File: config.mk
export PLATFORM = sky130hd
export DESIGN_NAME = stpg_top
export DESIGN_NICKNAME = d
export VERILOG_FILES = /design/src/stpg_checker.v /design/src/stpg_top.v
export VERILOG_INCLUDE_DIRS = /design/src
export SDC_FILE = /design/constraint.sdc
export NUM_CORES = 1
export LEC_CHECK = 0
export BUFFER_PORTS_ARGS = -buffer_cell sky130_fd_sc_hd__buf_4
export CAP_MARGIN = 20
export CORE_MARGIN = 2
export CORE_UTILIZATION = 52
export DETAILED_ROUTE_END_ITERATION = 6
export PLACE_DENSITY = 0.76
export REMOVE_ABC_BUFFERS = 1
export SLEW_MARGIN = 20
export SYNTH_ARGS = -nofsm -noshare
export SYNTH_HDL_FRONTEND = slang
export SYNTH_SLANG_ARGS = --single-unit
export TNS_END_PERCENT = 10
File: constraint.sdc
create_clock -name clk_sys -period 2.7 [get_ports clk_sys]
set_input_delay 0.135 -clock clk_sys [delete_from_list [all_inputs] [get_ports clk_sys]]
set_output_delay 0.135 -clock clk_sys [all_outputs]
set_load 0.02 [all_outputs]
File: src/stpg_defs.vh
// Constants for the self-test packet generator and checker.
// Assumes a 40 MHz system clock and an AXI4-Lite register bus.
// What this block does
// - Count received test bytes in sixteen bits
// - Byte count visible is frozen by lock writes
// - Byte counter saturates when wrap mode zero
// - Packet overflow flag bit 10 until clear
// - Byte overflow flag bit 9 until clear
// - Count error bytes in eight bits, frozen
// - Error counter saturates when wrap mode zero
// - Bit 0 write captures counters, no clear
// - Bit 1 write captures then clears counters and flags
// - Packet holds exactly programmed length bytes
// - Frame starts seven 0x55 bytes, then 0xD5
// - Gap is four bytes per field unit
`ifndef STPG_DEFS_VH
`define STPG_DEFS_VH
// Printed offsets are register indices; byte address is four times
`define STPG_IDX_BYTE_CNT 8'h71
`define STPG_IDX_ERR_CTL 8'h72
`define STPG_IDX_PKT_LEN 8'h7B
`define STPG_IDX_GAP 8'h7C
`define STPG_IDX_MODE 8'h80
`define STPG_IDX_IRQ_STAT 8'h81
`define STPG_IDX_IRQ_MASK 8'h82
`define STPG_RST_PKT_LEN 16'h05DC
`define STPG_RST_GAP 8'h7D
`define STPG_BIT_LOCK 0
`define STPG_BIT_CLEAR 1
`define STPG_BIT_BYTE_OVF 9
`define STPG_BIT_PKT_OVF 10
`define STPG_BIT_GEN_EN 0
`define STPG_BIT_WRAP 1
`define STPG_PRE_NIBBLES 4'hD
`define STPG_PRE_BYTES 3'h7
`define STPG_PRE_BYTE 8'h55
`define STPG_SFD_BYTE 8'hD5
`define STPG_GAP_SHIFT 2
`define STPG_LFSR_SEED 8'hFF
`define STPG_RESP_OKAY 2'h0
`define STPG_RESP_SLVERR 2'h2
`define STPG_IRQ_BITS 3
`endif

File: src/stpg_checker.v
// Checker for the self-test stream: counts bytes, errors and packets.
// Assumes rx data is synchronous to clk_sys and the lock/clear pulses are one cycle.
`timescale 1ns/100ps
`default_nettype none
`include "stpg_defs.vh"
module stpg_checker (
    input wire clk_sys,
    input wire reset,
    input wire rx_valid,
    input wire [7:0] rx_data,
    input wire rx_sop,
    input wire wrap_mode,
    input wire lock_pulse,
    input wire clear_pulse,
    output reg [15:0] byte_snap_r,
    output reg [7:0] err_snap_r,
    output reg byte_ovf_r,
    output reg pkt_ovf_r,
    output reg err_event_r
);
    reg [15:0] byte_cnt_r;
    reg [7:0] err_cnt_r;
    reg [15:0] pkt_cnt_r;
    reg [7:0] exp_lfsr_r;
    reg in_pkt_r;
    wire [7:0] exp_byte;
    wire byte_err;
    wire byte_take;
    wire byte_wrap_ev;
    wire pkt_ovf_ev;

    // Next LFSR state, x^8+x^6+x^5+x^4+1
    function [7:0] lfsr_step;
        input [7:0] s;
        begin
            lfsr_step = {s[6:0], s[7] ^ s[5] ^ s[4] ^ s[3]};
        end
    endfunction

    // Expected byte; the first of a packet reseeds the checker
    assign exp_byte = rx_sop ? `STPG_LFSR_SEED : exp_lfsr_r;
    assign byte_err = rx_valid && (rx_sop || in_pkt_r) && (rx_data != exp_byte);

    // Byte accepted, and the two overflow events
    assign byte_take = rx_valid && (rx_sop || in_pkt_r);
    assign byte_wrap_ev = byte_take && (byte_cnt_r == 16'hFFFF) && wrap_mode;
    assign pkt_ovf_ev = rx_valid && rx_sop && (pkt_cnt_r == 16'hFFFF);

    // Live counters with saturate or wrap behaviour
    always @(posedge clk_sys) begin
        if (reset || clear_pulse) begin
            byte_cnt_r <= 16'h0000;
            err_cnt_r <= 8'h00;
            pkt_cnt_r <= 16'h0000;
            // An overflow in the clear cycle still sets its flag
            byte_ovf_r <= !reset && byte_wrap_ev;
            pkt_ovf_r <= !reset && pkt_ovf_ev;
            exp_lfsr_r <= `STPG_LFSR_SEED;
            in_pkt_r <= 1'b0;
            err_event_r <= 1'b0;
        end else begin
            err_event_r <= byte_err;
            if (rx_valid && (rx_sop || in_pkt_r)) begin
                in_pkt_r <= 1'b1;
                exp_lfsr_r <= lfsr_step(exp_byte);
                if (byte_cnt_r != 16'hFFFF)
                    byte_cnt_r <= byte_cnt_r + 16'h0001;
                else if (wrap_mode) begin
                    byte_cnt_r <= 16'h0000;
                    byte_ovf_r <= 1'b1;
                end
            end else if (!rx_valid)
                in_pkt_r <= 1'b0; // Packet ends when the stream goes idle
            if (byte_err) begin
                if (err_cnt_r != 8'hFF)
                    err_cnt_r <= err_cnt_r + 8'h01;
                else if (wrap_mode)
                    err_cnt_r <= 8'h00;
            end
            if (rx_valid && rx_sop) begin
                if (pkt_cnt_r != 16'hFFFF)
                    pkt_cnt_r <= pkt_cnt_r + 16'h0001;
                else begin
                    pkt_ovf_r <= 1'b1;
                    if (wrap_mode)
                        pkt_cnt_r <= 16'h0000;
                end
            end
        end
    end

    // Software-visible copies, updated only by a lock or clear write
    always @(posedge clk_sys) begin
        if (reset) begin
            byte_snap_r <= 16'h0000;
            err_snap_r <= 8'h00;
        end else if (lock_pulse || clear_pulse) begin
            byte_snap_r <= byte_cnt_r;
            err_snap_r <= err_cnt_r;
        end
    end
endmodule // stpg_checker
`default_nettype wire

File: src/stpg_top.v
// Self-test packet generator and checker with AXI4-Lite registers.
// Assumes one clock clk_sys, synchronous active-high reset, single-beat bus.
`timescale 1ns/100ps
`default_nettype none
`include "stpg_defs.vh"
module stpg_top (
    input wire clk_sys,
    input wire reset,
    input wire [11:0] s_axi_awaddr,
    input wire s_axi_awvalid,
    output reg s_axi_awready,
    input wire [31:0] s_axi_wdata,
    input wire [3:0] s_axi_wstrb,
    input wire s_axi_wvalid,
    output reg s_axi_wready,
    output reg [1:0] s_axi_bresp,
    output reg s_axi_bvalid,
    input wire s_axi_bready,
    input wire [11:0] s_axi_araddr,
    input wire s_axi_arvalid,
    output reg s_axi_arready,
    output reg [31:0] s_axi_rdata,
    output reg [1:0] s_axi_rresp,
    output reg s_axi_rvalid,
    input wire s_axi_rready,
    output reg [7:0] tx_data_r,
    output reg tx_valid_r,
    output reg tx_sop_r,
    output reg tx_eop_r,
    input wire [7:0] rx_data,
    input wire rx_valid,
    input wire rx_sop,
    output reg irq_r
);
    localparam ST_IDLE = 2'h0;
    localparam ST_PRE = 2'h1;
    localparam ST_DATA = 2'h2;
    localparam ST_GAP = 2'h3;

    reg [15:0] pkt_len_r;
    reg [7:0] gap_len_r;
    reg gen_en_r;
    reg wrap_mode_r;
    reg [2:0] irq_stat_r;
    reg [2:0] irq_mask_r;
    reg lock_pulse_r;
    reg clear_pulse_r;
    reg [11:0] aw_addr_r;
    reg aw_have_r;
    reg [31:0] w_data_r;
    reg [3:0] w_strb_r;
    reg w_have_r;
    reg [1:0] gen_state_r;
    reg [17:0] gen_cnt_r;
    reg [7:0] gen_lfsr_r;
    reg pkt_done_r;
    reg [31:0] rd_word;
    reg rd_ok;
    wire [15:0] byte_snap;
    wire [7:0] err_snap;
    wire byte_ovf;
    wire pkt_ovf;
    wire err_event;
    wire [2:0] irq_events;
    wire wr_fire;
    wire [7:0] wr_idx;
    wire [7:0] rd_idx;

    // Register index from a byte address; other bits must be zero
    function [7:0] reg_index;
        input [11:0] addr;
        begin
            reg_index = addr[9:2];
        end
    endfunction

    // Next LFSR state, same polynomial as the checker
    function [7:0] lfsr_step;
        input [7:0] s;
        begin
            lfsr_step = {s[6:0], s[7] ^ s[5] ^ s[4] ^ s[3]};
        end
    endfunction

    stpg_checker u_checker (
        .clk_sys(clk_sys),
        .reset(reset),
        .rx_valid(rx_valid),
        .rx_data(rx_data),
        .rx_sop(rx_sop),
        .wrap_mode(wrap_mode_r),
        .lock_pulse(lock_pulse_r),
        .clear_pulse(clear_pulse_r),
        .byte_snap_r(byte_snap),
        .err_snap_r(err_snap),
        .byte_ovf_r(byte_ovf),
        .pkt_ovf_r(pkt_ovf),
        .err_event_r(err_event)
    );

    assign wr_fire = aw_have_r && w_have_r && !s_axi_bvalid;
    assign wr_idx = reg_index(aw_addr_r);
    assign rd_idx = reg_index(s_axi_araddr);
    // Events: packet sent, error byte seen, counter overflow
    assign irq_events = {byte_ovf | pkt_ovf, err_event, pkt_done_r};

    // Write channel capture; address and data taken in either order
    always @(posedge clk_sys) begin
        if (reset) begin
            s_axi_awready <= 1'b1;
            s_axi_wready <= 1'b1;
            aw_have_r <= 1'b0;
            w_have_r <= 1'b0;
            aw_addr_r <= 12'h000;
            w_data_r <= 32'h0000_0000;
            w_strb_r <= 4'h0;
            s_axi_bvalid <= 1'b0;
            s_axi_bresp <= `STPG_RESP_OKAY;
        end else begin
            if (s_axi_awvalid && s_axi_awready) begin
                aw_addr_r <= s_axi_awaddr;
                aw_have_r <= 1'b1;
                s_axi_awready <= 1'b0;
            end
            if (s_axi_wvalid && s_axi_wready) begin
                w_data_r <= s_axi_wdata;
                w_strb_r <= s_axi_wstrb;
                w_have_r <= 1'b1;
                s_axi_wready <= 1'b0;
            end
            if (wr_fire) begin
                s_axi_bvalid <= 1'b1;
                aw_have_r <= 1'b0;
                w_have_r <= 1'b0;
                if (aw_addr_r[11:10] != 2'h0 || aw_addr_r[1:0] != 2'h0)
                    s_axi_bresp <= `STPG_RESP_SLVERR;
                else if (wr_idx == `STPG_IDX_BYTE_CNT || wr_idx == `STPG_IDX_ERR_CTL ||
                         wr_idx == `STPG_IDX_PKT_LEN || wr_idx == `STPG_IDX_GAP ||
                         wr_idx == `STPG_IDX_MODE || wr_idx == `STPG_IDX_IRQ_STAT ||
                         wr_idx == `STPG_IDX_IRQ_MASK)
                    s_axi_bresp <= `STPG_RESP_OKAY;
                else
                    s_axi_bresp <= `STPG_RESP_SLVERR;
            end
            if (s_axi_bvalid && s_axi_bready) begin
                s_axi_bvalid <= 1'b0;
                s_axi_awready <= 1'b1;
                s_axi_wready <= 1'b1;
            end
        end
    end

    // Register writes, lock/clear pulses and sticky interrupt status
    always @(posedge clk_sys) begin
        if (reset) begin
            pkt_len_r <= `STPG_RST_PKT_LEN;
            gap_len_r <= `STPG_RST_GAP;
            gen_en_r <= 1'b0;
            wrap_mode_r <= 1'b0;
            irq_mask_r <= 3'h0;
            irq_stat_r <= 3'h0;
            lock_pulse_r <= 1'b0;
            clear_pulse_r <= 1'b0;
            irq_r <= 1'b0;
        end else begin
            lock_pulse_r <= 1'b0;
            clear_pulse_r <= 1'b0;
            irq_r <= |(irq_stat_r & irq_mask_r);
            if (wr_fire && aw_addr_r[11:10] == 2'h0 && aw_addr_r[1:0] == 2'h0) begin
                if (wr_idx == `STPG_IDX_ERR_CTL) begin
                    if (w_strb_r[0]) begin
                        lock_pulse_r <= w_data_r[`STPG_BIT_LOCK];
                        clear_pulse_r <= w_data_r[`STPG_BIT_CLEAR];
                    end
                end else if (wr_idx == `STPG_IDX_PKT_LEN) begin
                    if (w_strb_r[0])
                        pkt_len_r[7:0] <= w_data_r[7:0];
                    if (w_strb_r[1])
                        pkt_len_r[15:8] <= w_data_r[15:8];
                end else if (wr_idx == `STPG_IDX_GAP) begin
                    if (w_strb_r[0])
                        gap_len_r <= w_data_r[7:0];
                end else if (wr_idx == `STPG_IDX_MODE) begin
                    if (w_strb_r[0]) begin
                        gen_en_r <= w_data_r[`STPG_BIT_GEN_EN];
                        wrap_mode_r <= w_data_r[`STPG_BIT_WRAP];
                    end
                end else if (wr_idx == `STPG_IDX_IRQ_MASK) begin
                    if (w_strb_r[0])
                        irq_mask_r <= w_data_r[`STPG_IRQ_BITS-1:0];
                end
            end
            // New events win over a write-one clear in the same cycle
            if (wr_fire && wr_idx == `STPG_IDX_IRQ_STAT && w_strb_r[0] &&
                aw_addr_r[11:10] == 2'h0 && aw_addr_r[1:0] == 2'h0)
                irq_stat_r <= (irq_stat_r & ~w_data_r[`STPG_IRQ_BITS-1:0]) | irq_events;
            else
                irq_stat_r <= irq_stat_r | irq_events;
        end
    end

    // Read data mux; reserved bits read zero
    always @* begin
        rd_word = 32'h0000_0000;
        rd_ok = (s_axi_araddr[11:10] == 2'h0) && (s_axi_araddr[1:0] == 2'h0);
        if (rd_idx == `STPG_IDX_BYTE_CNT)
            rd_word = {16'h0000, byte_snap};
        else if (rd_idx == `STPG_IDX_ERR_CTL)
            rd_word = {21'h000000, pkt_ovf, byte_ovf, 1'b0, err_snap};
        else if (rd_idx == `STPG_IDX_PKT_LEN)
            rd_word = {16'h0000, pkt_len_r};
        else if (rd_idx == `STPG_IDX_GAP)
            rd_word = {24'h000000, gap_len_r};
        else if (rd_idx == `STPG_IDX_MODE)
            rd_word = {30'h0000_0000, wrap_mode_r, gen_en_r};
        else if (rd_idx == `STPG_IDX_IRQ_STAT)
            rd_word = {29'h0000_0000, irq_stat_r};
        else if (rd_idx == `STPG_IDX_IRQ_MASK)
            rd_word = {29'h0000_0000, irq_mask_r};
        else
            rd_ok = 1'b0;
    end

    // Read channel: one cycle from address to data
    always @(posedge clk_sys) begin
        if (reset) begin
            s_axi_arready <= 1'b1;
            s_axi_rvalid <= 1'b0;
            s_axi_rdata <= 32'h0000_0000;
            s_axi_rresp <= `STPG_RESP_OKAY;
        end else if (s_axi_arvalid && s_axi_arready) begin
            s_axi_arready <= 1'b0;
            s_axi_rvalid <= 1'b1;
            s_axi_rdata <= rd_ok ? rd_word : 32'h0000_0000;
            s_axi_rresp <= rd_ok ? `STPG_RESP_OKAY : `STPG_RESP_SLVERR;
        end else if (s_axi_rvalid && s_axi_rready) begin
            s_axi_rvalid <= 1'b0;
            s_axi_arready <= 1'b1;
        end
    end

    // Generator: preamble, delimiter, payload, gap
    always @(posedge clk_sys) begin
        if (reset) begin
            gen_state_r <= ST_IDLE;
            gen_cnt_r <= 18'h00000;
            gen_lfsr_r <= `STPG_LFSR_SEED;
            tx_data_r <= 8'h00;
            tx_valid_r <= 1'b0;
            tx_sop_r <= 1'b0;
            tx_eop_r <= 1'b0;
            pkt_done_r <= 1'b0;
        end else begin
            tx_sop_r <= 1'b0;
            tx_eop_r <= 1'b0;
            pkt_done_r <= 1'b0;
            case (gen_state_r)
                ST_IDLE: begin
                    tx_valid_r <= 1'b0;
                    gen_cnt_r <= 18'h00000;
                    if (gen_en_r && pkt_len_r != 16'h0000)
                        gen_state_r <= ST_PRE;
                end
                ST_PRE: begin
                    // Seven 0x55 bytes sent whole, then the 0xD5 delimiter byte
                    tx_valid_r <= 1'b1;
                    if (gen_cnt_r[2:0] == `STPG_PRE_BYTES) begin
                        tx_data_r <= `STPG_SFD_BYTE;
                        gen_cnt_r <= 18'h00000;
                        gen_lfsr_r <= `STPG_LFSR_SEED;
                        gen_state_r <= ST_DATA;
                    end else begin
                        tx_data_r <= `STPG_PRE_BYTE;
                        gen_cnt_r <= gen_cnt_r + 18'h00001;
                    end
                end
                ST_DATA: begin
                    tx_valid_r <= 1'b1;
                    tx_data_r <= gen_lfsr_r;
                    tx_sop_r <= (gen_cnt_r == 18'h00000);
                    gen_lfsr_r <= lfsr_step(gen_lfsr_r);
                    if (gen_cnt_r[15:0] == pkt_len_r - 16'h0001) begin
                        tx_eop_r <= 1'b1;
                        pkt_done_r <= 1'b1;
                        gen_cnt_r <= 18'h00000;
                        gen_state_r <= (gap_len_r == 8'h00) ? ST_IDLE : ST_GAP;
                    end else
                        gen_cnt_r <= gen_cnt_r + 18'h00001;
                end
                default: begin
                    tx_valid_r <= 1'b0;
                    if (gen_cnt_r == ({10'h000, gap_len_r} << `STPG_GAP_SHIFT) - 18'h00001) begin
                        gen_cnt_r <= 18'h00000;
                        gen_state_r <= ST_IDLE;
                    end else
                        gen_cnt_r <= gen_cnt_r + 18'h00001;
                end
            endcase
        end
    end
endmodule // stpg_top
`default_nettype wire

### Yosys cells after proc, flatten, opt, wreduce, memory -nomap -nowiden

Cells that the tools add are included.

* register bits after elaboration: 223
* input port bits: 77

* add/sub/neg operators: 6
* equality and inequality tests: 31
* multiplexer cells: 54
* bitwise operators: 19
* reduce and logical (&&, ||, !) cells: 72

Operators with widths (count)
* $mux W16: 6
* $eq A8 B7 Y1 const B: 8
* $mux W18: 3
* $pmux W18 S3: 1
* $eq A8 B8 Y1 const B: 6
* $mux W8: 6
* $add A16 B1 Y16 const B: 2
* $eq A16 B16 Y1 const B: 2
* $mux W32: 1
* $ne A16 B16 Y1 const B: 2
* $pmux W8 S2: 2
* $logic_and A1 B1 Y1: 23
* $mux W1: 22
* $reduce_bool A2 Y1: 10
* $add A18 B1 Y18 const B: 1
* $eq A18 B18 Y1: 1
* $logic_not A18 Y1: 1
* $eq A16 B16 Y1: 1
* $mux W2: 8
* $reduce_bool A16 Y1: 1
* $sub A16 B1 Y16 const B: 1
* $mux W3: 4
* $reduce_and A4 Y1: 3
* $sub A10 B1 Y11 const B: 1
* other kinds (28): 66

### Depth between registers and ports, before layout

Gate-level depths: netlist (run 1).

* depth in word-level cells: 10
* depth in mapped cells: 12
* depth with buffers taken out: 10

### Hierarchy

Synthesis (run 1) repeated with hierarchy kept, for this count alone.

* cells, all modules: 1233
* area, all modules: 10005.8 µm²

Modules (own cells, without submodules)
* stpg_top: instances 1, cells each 784, area each 6433.7 µm², sequential area each 2582.5 µm²
* stpg_checker: instances 1, cells each 449, area each 3572.2 µm², sequential area each 1541.5 µm²

### Worst setup path before layout (run 1)

No wires, ideal clock.

* path kind: reg2reg
* from: reg pkt_len_r[2]
* to: reg gen_state_r[0]
* data arrival time: 2.725 ns
* data required time: 2.630 ns
* setup slack: -0.096 ns
* cell stages (with the launch flop): 11
* buffers on the path: 2
* clock period less this slack: 2.796 ns
* cells stage by stage: dfxtp_1 -> buf_6 -> or4_4 -> buf_6 -> or4_4 -> o211ai_1 -> o211ai_1 -> a21o_1 -> o21a_4 -> or4_1 -> a21oi_1

* longest elaborated chain between the ends: 4

RTL lines
* from (decl): line stpg_top.v:40 `reg [15:0] pkt_len_r;`
* from (signal assigned): line stpg_top.v:156 `` pkt_len_r <= `STPG_RST_PKT_LEN; ``
* from (signal assigned): line stpg_top.v:177 `pkt_len_r[7:0] <= w_data_r[7:0];`
* $sub A16 B1 Y16 or $reduce_bool A16 Y1 (tied branches): line stpg_top.v:282, stpg_top.v:261
* $eq A16 B16 Y1 or $logic_and A1 B1 Y1 (tied branches): line stpg_top.v:282, stpg_top.v:261
* $ne A2 B2 Y1 (no source line)
* $reduce_and A4 Y1 (no source line) (*)
* to (signal assigned): line stpg_top.v:286 `gen_state_r <= (gap_len_r == 8'h00) ? ST_IDLE : ST_GAP;`
* to (decl): line stpg_top.v:53 `reg [1:0] gen_state_r;`

Every way passes the cells marked *; elsewhere a longest branch is shown, timed or not.
A chain may end at the register's enable or synchronous reset.

### Worst setup path after layout (run 1)

* from: reg pkt_len_r[1]
* to: reg gen_cnt_r[7]

* longest elaborated chain between the ends: 4

RTL lines
* $sub A16 B1 Y16: line stpg_top.v:282 `if (gen_cnt_r[15:0] == pkt_len_r - 16'h0001) begin`
* $eq A16 B16 Y1: line stpg_top.v:282
* $mux W18: line stpg_top.v:282
* $pmux W18 S3: line stpg_top.v:257 `case (gen_state_r)`
* to (signal assigned): line stpg_top.v:274 `gen_cnt_r <= gen_cnt_r + 18'h00001;`
* to (signal assigned): line stpg_top.v:288 `gen_cnt_r <= gen_cnt_r + 18'h00001;`
* to (signal assigned): line stpg_top.v:296 `gen_cnt_r <= gen_cnt_r + 18'h00001;`
* to (decl): line stpg_top.v:54 `reg [17:0] gen_cnt_r;`

Every way passes these cells.

==> results of run 1 <==
==> cells by family after synthesis <==
logic type               count (synthesis)
XOR/XNOR                                84
AND/OR/NAND/NOR                        520
flip-flops                             205
buffers and inverters                  117
AO/OA/AOI/OAI                          233
other                                    1
adder cells (fa/ha/maj)                 12
multiplexers                            17
==> state kept, by name, indices dropped and copies added (netlist names), 12 cells and up <==
register               count
gen_cnt_r                 18
u_checker.byte_cnt_r      16
u_checker.byte_snap_r     16
pkt_len_r                 16
w_data_r                  16
u_checker.pkt_cnt_r       16
s_axi_rdata               16
aw_addr_r                 12
==> power groups by stage <==
| stage | registers [mW] | logic, mW | clock network (mW) |
|---|---|---|---|
| floorplan | 3.30 | 0.343 | 0 |
| global placement | 3.26 | 0.653 | 0 |
| detailed placement | 3.27 | 0.664 | 0 |
| CTS | 3.20 | 0.711 | 2.87 |
| global route | 3.21 | 0.793 | 2.99 |
| finish | 3.20 | 0.724 | 2.82 |
==> metal layers <==
layer	share of wire	global-route usage
met5	0	0
met4	0.025	0.0695
met3	0.052	0.0323
met2	0.48	0.409
met1	0.44	0.308
==> per-stage QoR <==
stage / instance area, um^2 / utilization
after floorplan: 9340 / -
final: 11700 / 0.631
after detailed placement: 10700 / 0.574
after global placement: 10700 / 0.574
after global routing: 11700 / 0.631
after CTS: 11700 / 0.630
==> worst min-delay path by stage <==
stage,cells after the start,from,end
after floorplan,1,reset,aw_addr_r[0]$_SDFFE_PP0P_
final,3,rx_sop,u_checker.exp_lfsr_r[4]$_SDFFE_PP1P_
after global routing,3,rx_sop,u_checker.exp_lfsr_r[4]$_SDFFE_PP1P_
after global placement,2,s_axi_wvalid,s_axi_wready$_SDFFE_PP1P_
after detailed placement,2,s_axi_awvalid,s_axi_awready$_SDFFE_PP1P_
after CTS,3,rx_sop,u_checker.exp_lfsr_r[4]$_SDFFE_PP1P_
==> final cells by class <==
type | count | share of cell area
well taps | 234 | 0.0250
flip-flops and latches | 205 | 0.352
multi-input cells | 884 | 0.436
clock inverters | 3 | 0.00128
repair buffers | 173 | 0.120
clock buffers | 33 | 0.0557
inverters | 34 | 0.0109
==> placed cells by master (no fill, tap or decap), drive strengths merged, types with 34 or more instances in the layout <==
master         n
nand3         42
a21oi         88
dlygate4sd3   37
nor2         139
nand2        175
buf          136
xnor2         44
inv           34
xor2          40
dfxtp        203
==> repair_timing <==
item / CTS / global route
resized for setup: 0 / 9
hold endpoints to repair: 36 / 0
setup endpoints to repair: 0 / 20
hold buffers: 37 / 0
==> critical path: cells and delay by family, from the launching register on <==
kind / cells / cell delay, ns
AO/OA/AOI/OAI: 6 / 1.00
AND/OR/NAND/NOR: 2 / 0.99
flip-flops: 1 / 0.32
buffers and inverters: 2 / 0.30
==> flow_summary.json, run 1 <==
{
  "status": "finished, violations left",
  "violations": "negative setup slack",
  "timing.fmax_mhz": 368,
  "syn-mean-instance-area_um2": 8.21,
  "start_util": 0.526,
  "n_fill_cell": 1588,
  "netSwitchingFraction": 0.245,
  "combPwrFrac": 0.107,
  "drcViolationCount": 0,
  "rsz0062_at_grt": "true",
  "nets": 1409,
  "final-hold-violation-count": 0,
  "ir_worst_vdd_uv": 387,
  "synth_top_family_by_area": "simple AND/OR/NAND/NOR gates",
  "yosys-mux-area-fraction": 0.0174,
  "power.density_nw_per_um2": 575,
  "worst_pin_slew_ns": 0.669,
  "max_stage_delay_ns": 0.54,
  "via_per_inst": 5.59,
  "clock_sinks": 205,
  "p_total_mw": 6.75,
  "regToRegSetupSlack_ns": -0.01,
  "yosys.area.top_type_share": 0.416,
  "areaGrowthSynthToFinish_pct": 20.1,
  "io_buffers": 93,
  "die_area_um2": 19900,
  "gp_congestion": 0.911,
  "antenna_left": 0,
  "pwr-share-seq": 0.475,
  "grt_overflow": 0,
  "clock_path_buffers": 3,
  "worstPathArrival_ns": 3.10,
  "h-tree-depth": 1,
  "synth_flop_cell": "dfxtp_1",
  "clock_skew_ns": 0.00813,
  "crit_chain": "or4_4 -> or4_4 -> o211ai_1 -> o211ai_1 -> a21o_1 -> o21a_4 -> buf_6 -> o31ai_4 -> buf_6 -> a21oi_1",
  "dp_cells": 1493,
  "p_sw_mw": 1.66,
  "fp.dieH_um": 141,
  "cts_tree": "yes",
  "vias": 8758,
  "p_int_mw": 5.09,
  "ys_top_cells_by_area": "dfxtp_1 42%, nand2_1 6.7%, nor2_1 5.3%, a21oi_1 4.5%, xnor2_1 3.9%",
  "fin_cells": 1566,
  "startpoint_type": "register",
  "multi_input_area_um2": 5110,
  "antenna_cells": 0,
  "reg2reg_depth": 10,
  "path_clk_slew_ns": 0.06,
  "startpoint": "pkt_len_r[1]$_SDFFE_PP0P_",
  "grt_pass1_vias": 8038,
  "first_pass_iters": 5,
  "dpl.hpwl_mm": 16.6,
  "cp_slowest_cell": "or4_4",
  "max_slew_margin": 0.550,
  "async_reset_ff_frac": 0,
  "synth_edf_count": 2,
  "route.detailed.wl_per_inst_um": 15.3,
  "cts_setup_buffers": 0,
  "power_frac_clock": 0.418,
  "antenna_found_initial": 0,
  "synth_adder_area_share": 0.0154,
  "yosysTopAreaCell": "dfxtp_1",
  "hold_path_class": "input port to register",
  "fin_setup_tns_ns": -0.0709,
  "yosys.area_share.simple": 0.250,
  "setup.worst_path.end_class": "register",
  "synth_compound_area_frac": 0.156,
  "drive_above_1_share": 0.140,
  "period_share": 1.01,
  "clk_latency_ns": 0.50,
  "r2r_end": "gen_cnt_r[7]$_SDFF_PP0_",
  "rows": 50,
  "finalMaxSlewViolations": 0,
  "crit_end": "gen_cnt_r[7]$_SDFF_PP0_",
  "holdWs_ns": 0.0141,
  "routed_wl_mm": 24.0,
  "cp_max_fo": 8,
  "dieWidth_um": 141,
  "yosysMostFrequentCell": "dfxtp_1",
  "ys_top_cells_by_count": "203 x dfxtp_1, 175 x nand2_1, 139 x nor2_1",
  "finalSetupViolCount": 12,
  "grt_usage": 0.236,
  "period_needed_ns": 2.71,
  "cap_violations": 0,
  "syn-cell-area_um2": 9770,
  "synth-xor-area-share": 0.0753,
  "cts_made_buffers": 22,
  "reg2reg_from": "pkt_len_r[1]$_SDFFE_PP0P_",
  "regArea_um2": 4130,
  "ios": 130,
  "ys_ff_latch": 205,
  "yosysWarningCount": 0,
  "setup_slack_ns": -0.0143,
  "dp_slack_ns": 0.0356,
  "synth_seq_area_share": 0.422,
  "worst-setup-path-type": "register to register",
  "grt_pass1_wl_mm": 39.1,
  "syn_inst": 1189,
  "p_leak_nw": 4.48,
  "ys_types": 68,
  "grt_max_degree": 52,
  "clock-root-buffer": "clkbuf_16",
  "first_iter_violations": 612,
  "cp_data_required_time_ns": 3.09,
  "core_um2": 18600
}
(Power assumes the default switching activity.)
==> inputs of run 2 (changes only) <==
Settings changed: CELL_PAD_IN_SITES_DETAIL_PLACEMENT from default to 1, CELL_PAD_IN_SITES_GLOBAL_PLACEMENT from default to 2, CORE_UTILIZATION 52 to 31, CTS_CLUSTER_SIZE from default to 40, PLACE_DENSITY 0.76 to default, PLACE_DENSITY_LB_ADDON from default to 0.1.
==> run 2 against run 1 <==
  * Setup slack lost 0.013 ns
  * Largest cell class unchanged
  * Critical endpoint is now gen_state_r[0]$_SDFFE_PP0P_
  * Via count shrank 0.47%
  * The run still ends with negative setup slack left
  * Highest routed layer unchanged
  * Combinational power grew 2%
  * Register-to-register slack is essentially flat
==> flow_summary.json, run 2 (synthesis gave the netlist of run 1 again) <==
{
  "final-hold-violation-count": 0,
  "areaGrowthSynthToFinish_pct": 24.2,
  "worst-setup-path-type": "register to register",
  "period_share": 1.01,
  "core_um2": 30800,
  "clk_latency_ns": 0.53,
  "path_clk_slew_ns": 0.06,
  "multi_input_area_um2": 5100,
  "setup_slack_ns": -0.0276,
  "antenna_cells": 0,
  "hold_path_class": "input port to register",
  "grt_usage": 0.176,
  "rsz0062_at_grt": "true",
  "p_leak_nw": 4.59,
  "worst_pin_slew_ns": 0.718,
  "cts_made_buffers": 25,
  "startpoint_type": "register",
  "worstPathArrival_ns": 3.17,
  "setup.worst_path.end_class": "register",
  "rows": 64,
  "first_iter_violations": 419,
  "fp.dieH_um": 181,
  "ir_worst_vdd_uv": 390,
  "antenna_left": 0,
  "dp_cells": 1669,
  "start_util": 0.317,
  "finalSetupViolCount": 1,
  "reg2reg_depth": 8,
  "final_util": 0.393,
  "route.detailed.wl_per_inst_um": 16.6,
  "drcViolationCount": 0,
  "reg2reg_from": "pkt_len_r[1]$_SDFFE_PP0P_",
  "max_slew_margin": 0.517,
  "power.density_nw_per_um2": 585,
  "hp-start": "rx_sop",
  "grt_pass1_vias": 8808,
  "r2r_end": "gen_state_r[0]$_SDFFE_PP0P_",
  "routed_wl_mm": 29.1,
  "dp_slack_ns": 0.00923,
  "gp_congestion": 0.817,
  "fin_cells": 1752,
  "largest_reg_flops": 18,
  "clock_skew_ns": 0.0160,
  "final_common_cell": "dfxtp_1",
  "grt_overflow": 0,
  "regToRegSetupSlack_ns": -0.03,
  "layout_common_cells": "203 x dfxtp_1, 175 x nand2_1, 149 x buf_4",
  "n_fill_cell": 3642,
  "die_area_um2": 32900,
  "timing.fmax_mhz": 367,
  "clock_sinks": 205,
  "antenna_found_initial": 0,
  "ios": 130,
  "cp_data_required_time_ns": 3.14,
  "io_buffers": 93,
  "dpl.hpwl_mm": 21.4,
  "period_needed_ns": 2.73,
  "first_pass_iters": 4,
  "status": "finished, violations left",
  "cap_violations": 0,
  "regArea_um2": 4120,
  "h-tree-depth": 1,
  "drive_above_1_share": 0.153,
  "clock-root-buffer": "clkbuf_16",
  "cts_tree": "yes",
  "dieWidth_um": 181,
  "vias": 8717,
  "worstHoldEndpoint": "u_checker.exp_lfsr_r[4]$_SDFFE_PP1P_",
  "min_path_cells": 3,
  "grt_pass1_wl_mm": 47.4,
  "cp_max_fo": 3,
  "grt_max_degree": 67,
  "nets": 1426,
  "via_per_inst": 4.98,
  "violations": "negative setup slack",
  "finalMaxSlewViolations": 0,
  "top_register": "gen_cnt_r",
  "clock_path_buffers": 3
}
-- run 2: repair_timing --
action,4_1_cts,5_1_grt
gates resized for setup,0,3
hold buffers,37,0
setup buffers,0,0
pin swaps,0,7
endpoints found under the setup margin,1,20
hold endpoints to repair,36,0
-- run 2: per-stage QoR --
stage	hold slack [ns]	instance area, um^2	total power, mW	TNS, ns
detailed placement	0.352	11000	3.98	0
global placement	0.337	11000	3.97	0
CTS	0.00724	12100	7.20	-0.0145
global route	0.0383	12100	7.42	-0.157
floorplan	0.204	9340	3.64	0
finish	0.0201	12100	7.09	-0.0276
-- run 2: metal layers --
metal	global-route usage	up-vias	wire length, um
met5	0	-	0
met4	0.0367	0	508
met3	0.0207	31	823
met2	0.279	111	12700
met1	0.255	4180	15100
li1	-	4395	-
-- run 2: critical path, cell delays in order (launching register included) --
cell and delay [ns]:
dfxtp_1 0.31, or4_4 0.54, or4_4 0.46, o211ai_1 0.17
o211ai_1 0.11, a21o_1 0.20, o21a_4 0.24, or4_1 0.47
a21oi_1 0.15
-- run 2: final cells by class --
| cell class | count | area share |
|---|---|---|
| multi-input cells | 884 | 0.421 |
| flip-flops and latches | 205 | 0.340 |
| repair buffers | 187 | 0.124 |
| clock buffers | 37 | 0.0586 |
| well taps | 396 | 0.0409 |
| inverters | 34 | 0.0105 |
| clock inverters | 9 | 0.00475 |
-- run 2: where the power goes --
group,leakage [nW],internal [mW],switching (mW)
Combinational,2.55,0.314,0.428
Sequential,1.66,3.13,0.0766
Clock,0.375,1.82,1.32
-- run 2: how the worst max path moves through the flow --
stage / from / to / slack [ns]
6_report: pkt_len_r[1]$_SDFFE_PP0P_ / gen_state_r[0]$_SDFFE_PP0P_ / -0.03
5_1_grt: pkt_len_r[1]$_SDFFE_PP0P_ / gen_state_r[0]$_SDFFE_PP0P_ / -0.11
4_1_cts: pkt_len_r[1]$_SDFFE_PP0P_ / gen_state_r[0]$_SDFFE_PP0P_ / -0.01
3_5_place_dp: pkt_len_r[1]$_SDFFE_PP0P_ / gen_state_r[0]$_SDFFE_PP0P_ / 0.009
3_3_place_gp: pkt_len_r[1]$_SDFFE_PP0P_ / gen_state_r[0]$_SDFFE_PP0P_ / 0.02
2_1_floorplan: pkt_len_r[2]$_SDFFE_PP1P_ / gen_cnt_r[10]$_SDFF_PP0_ / 0.02
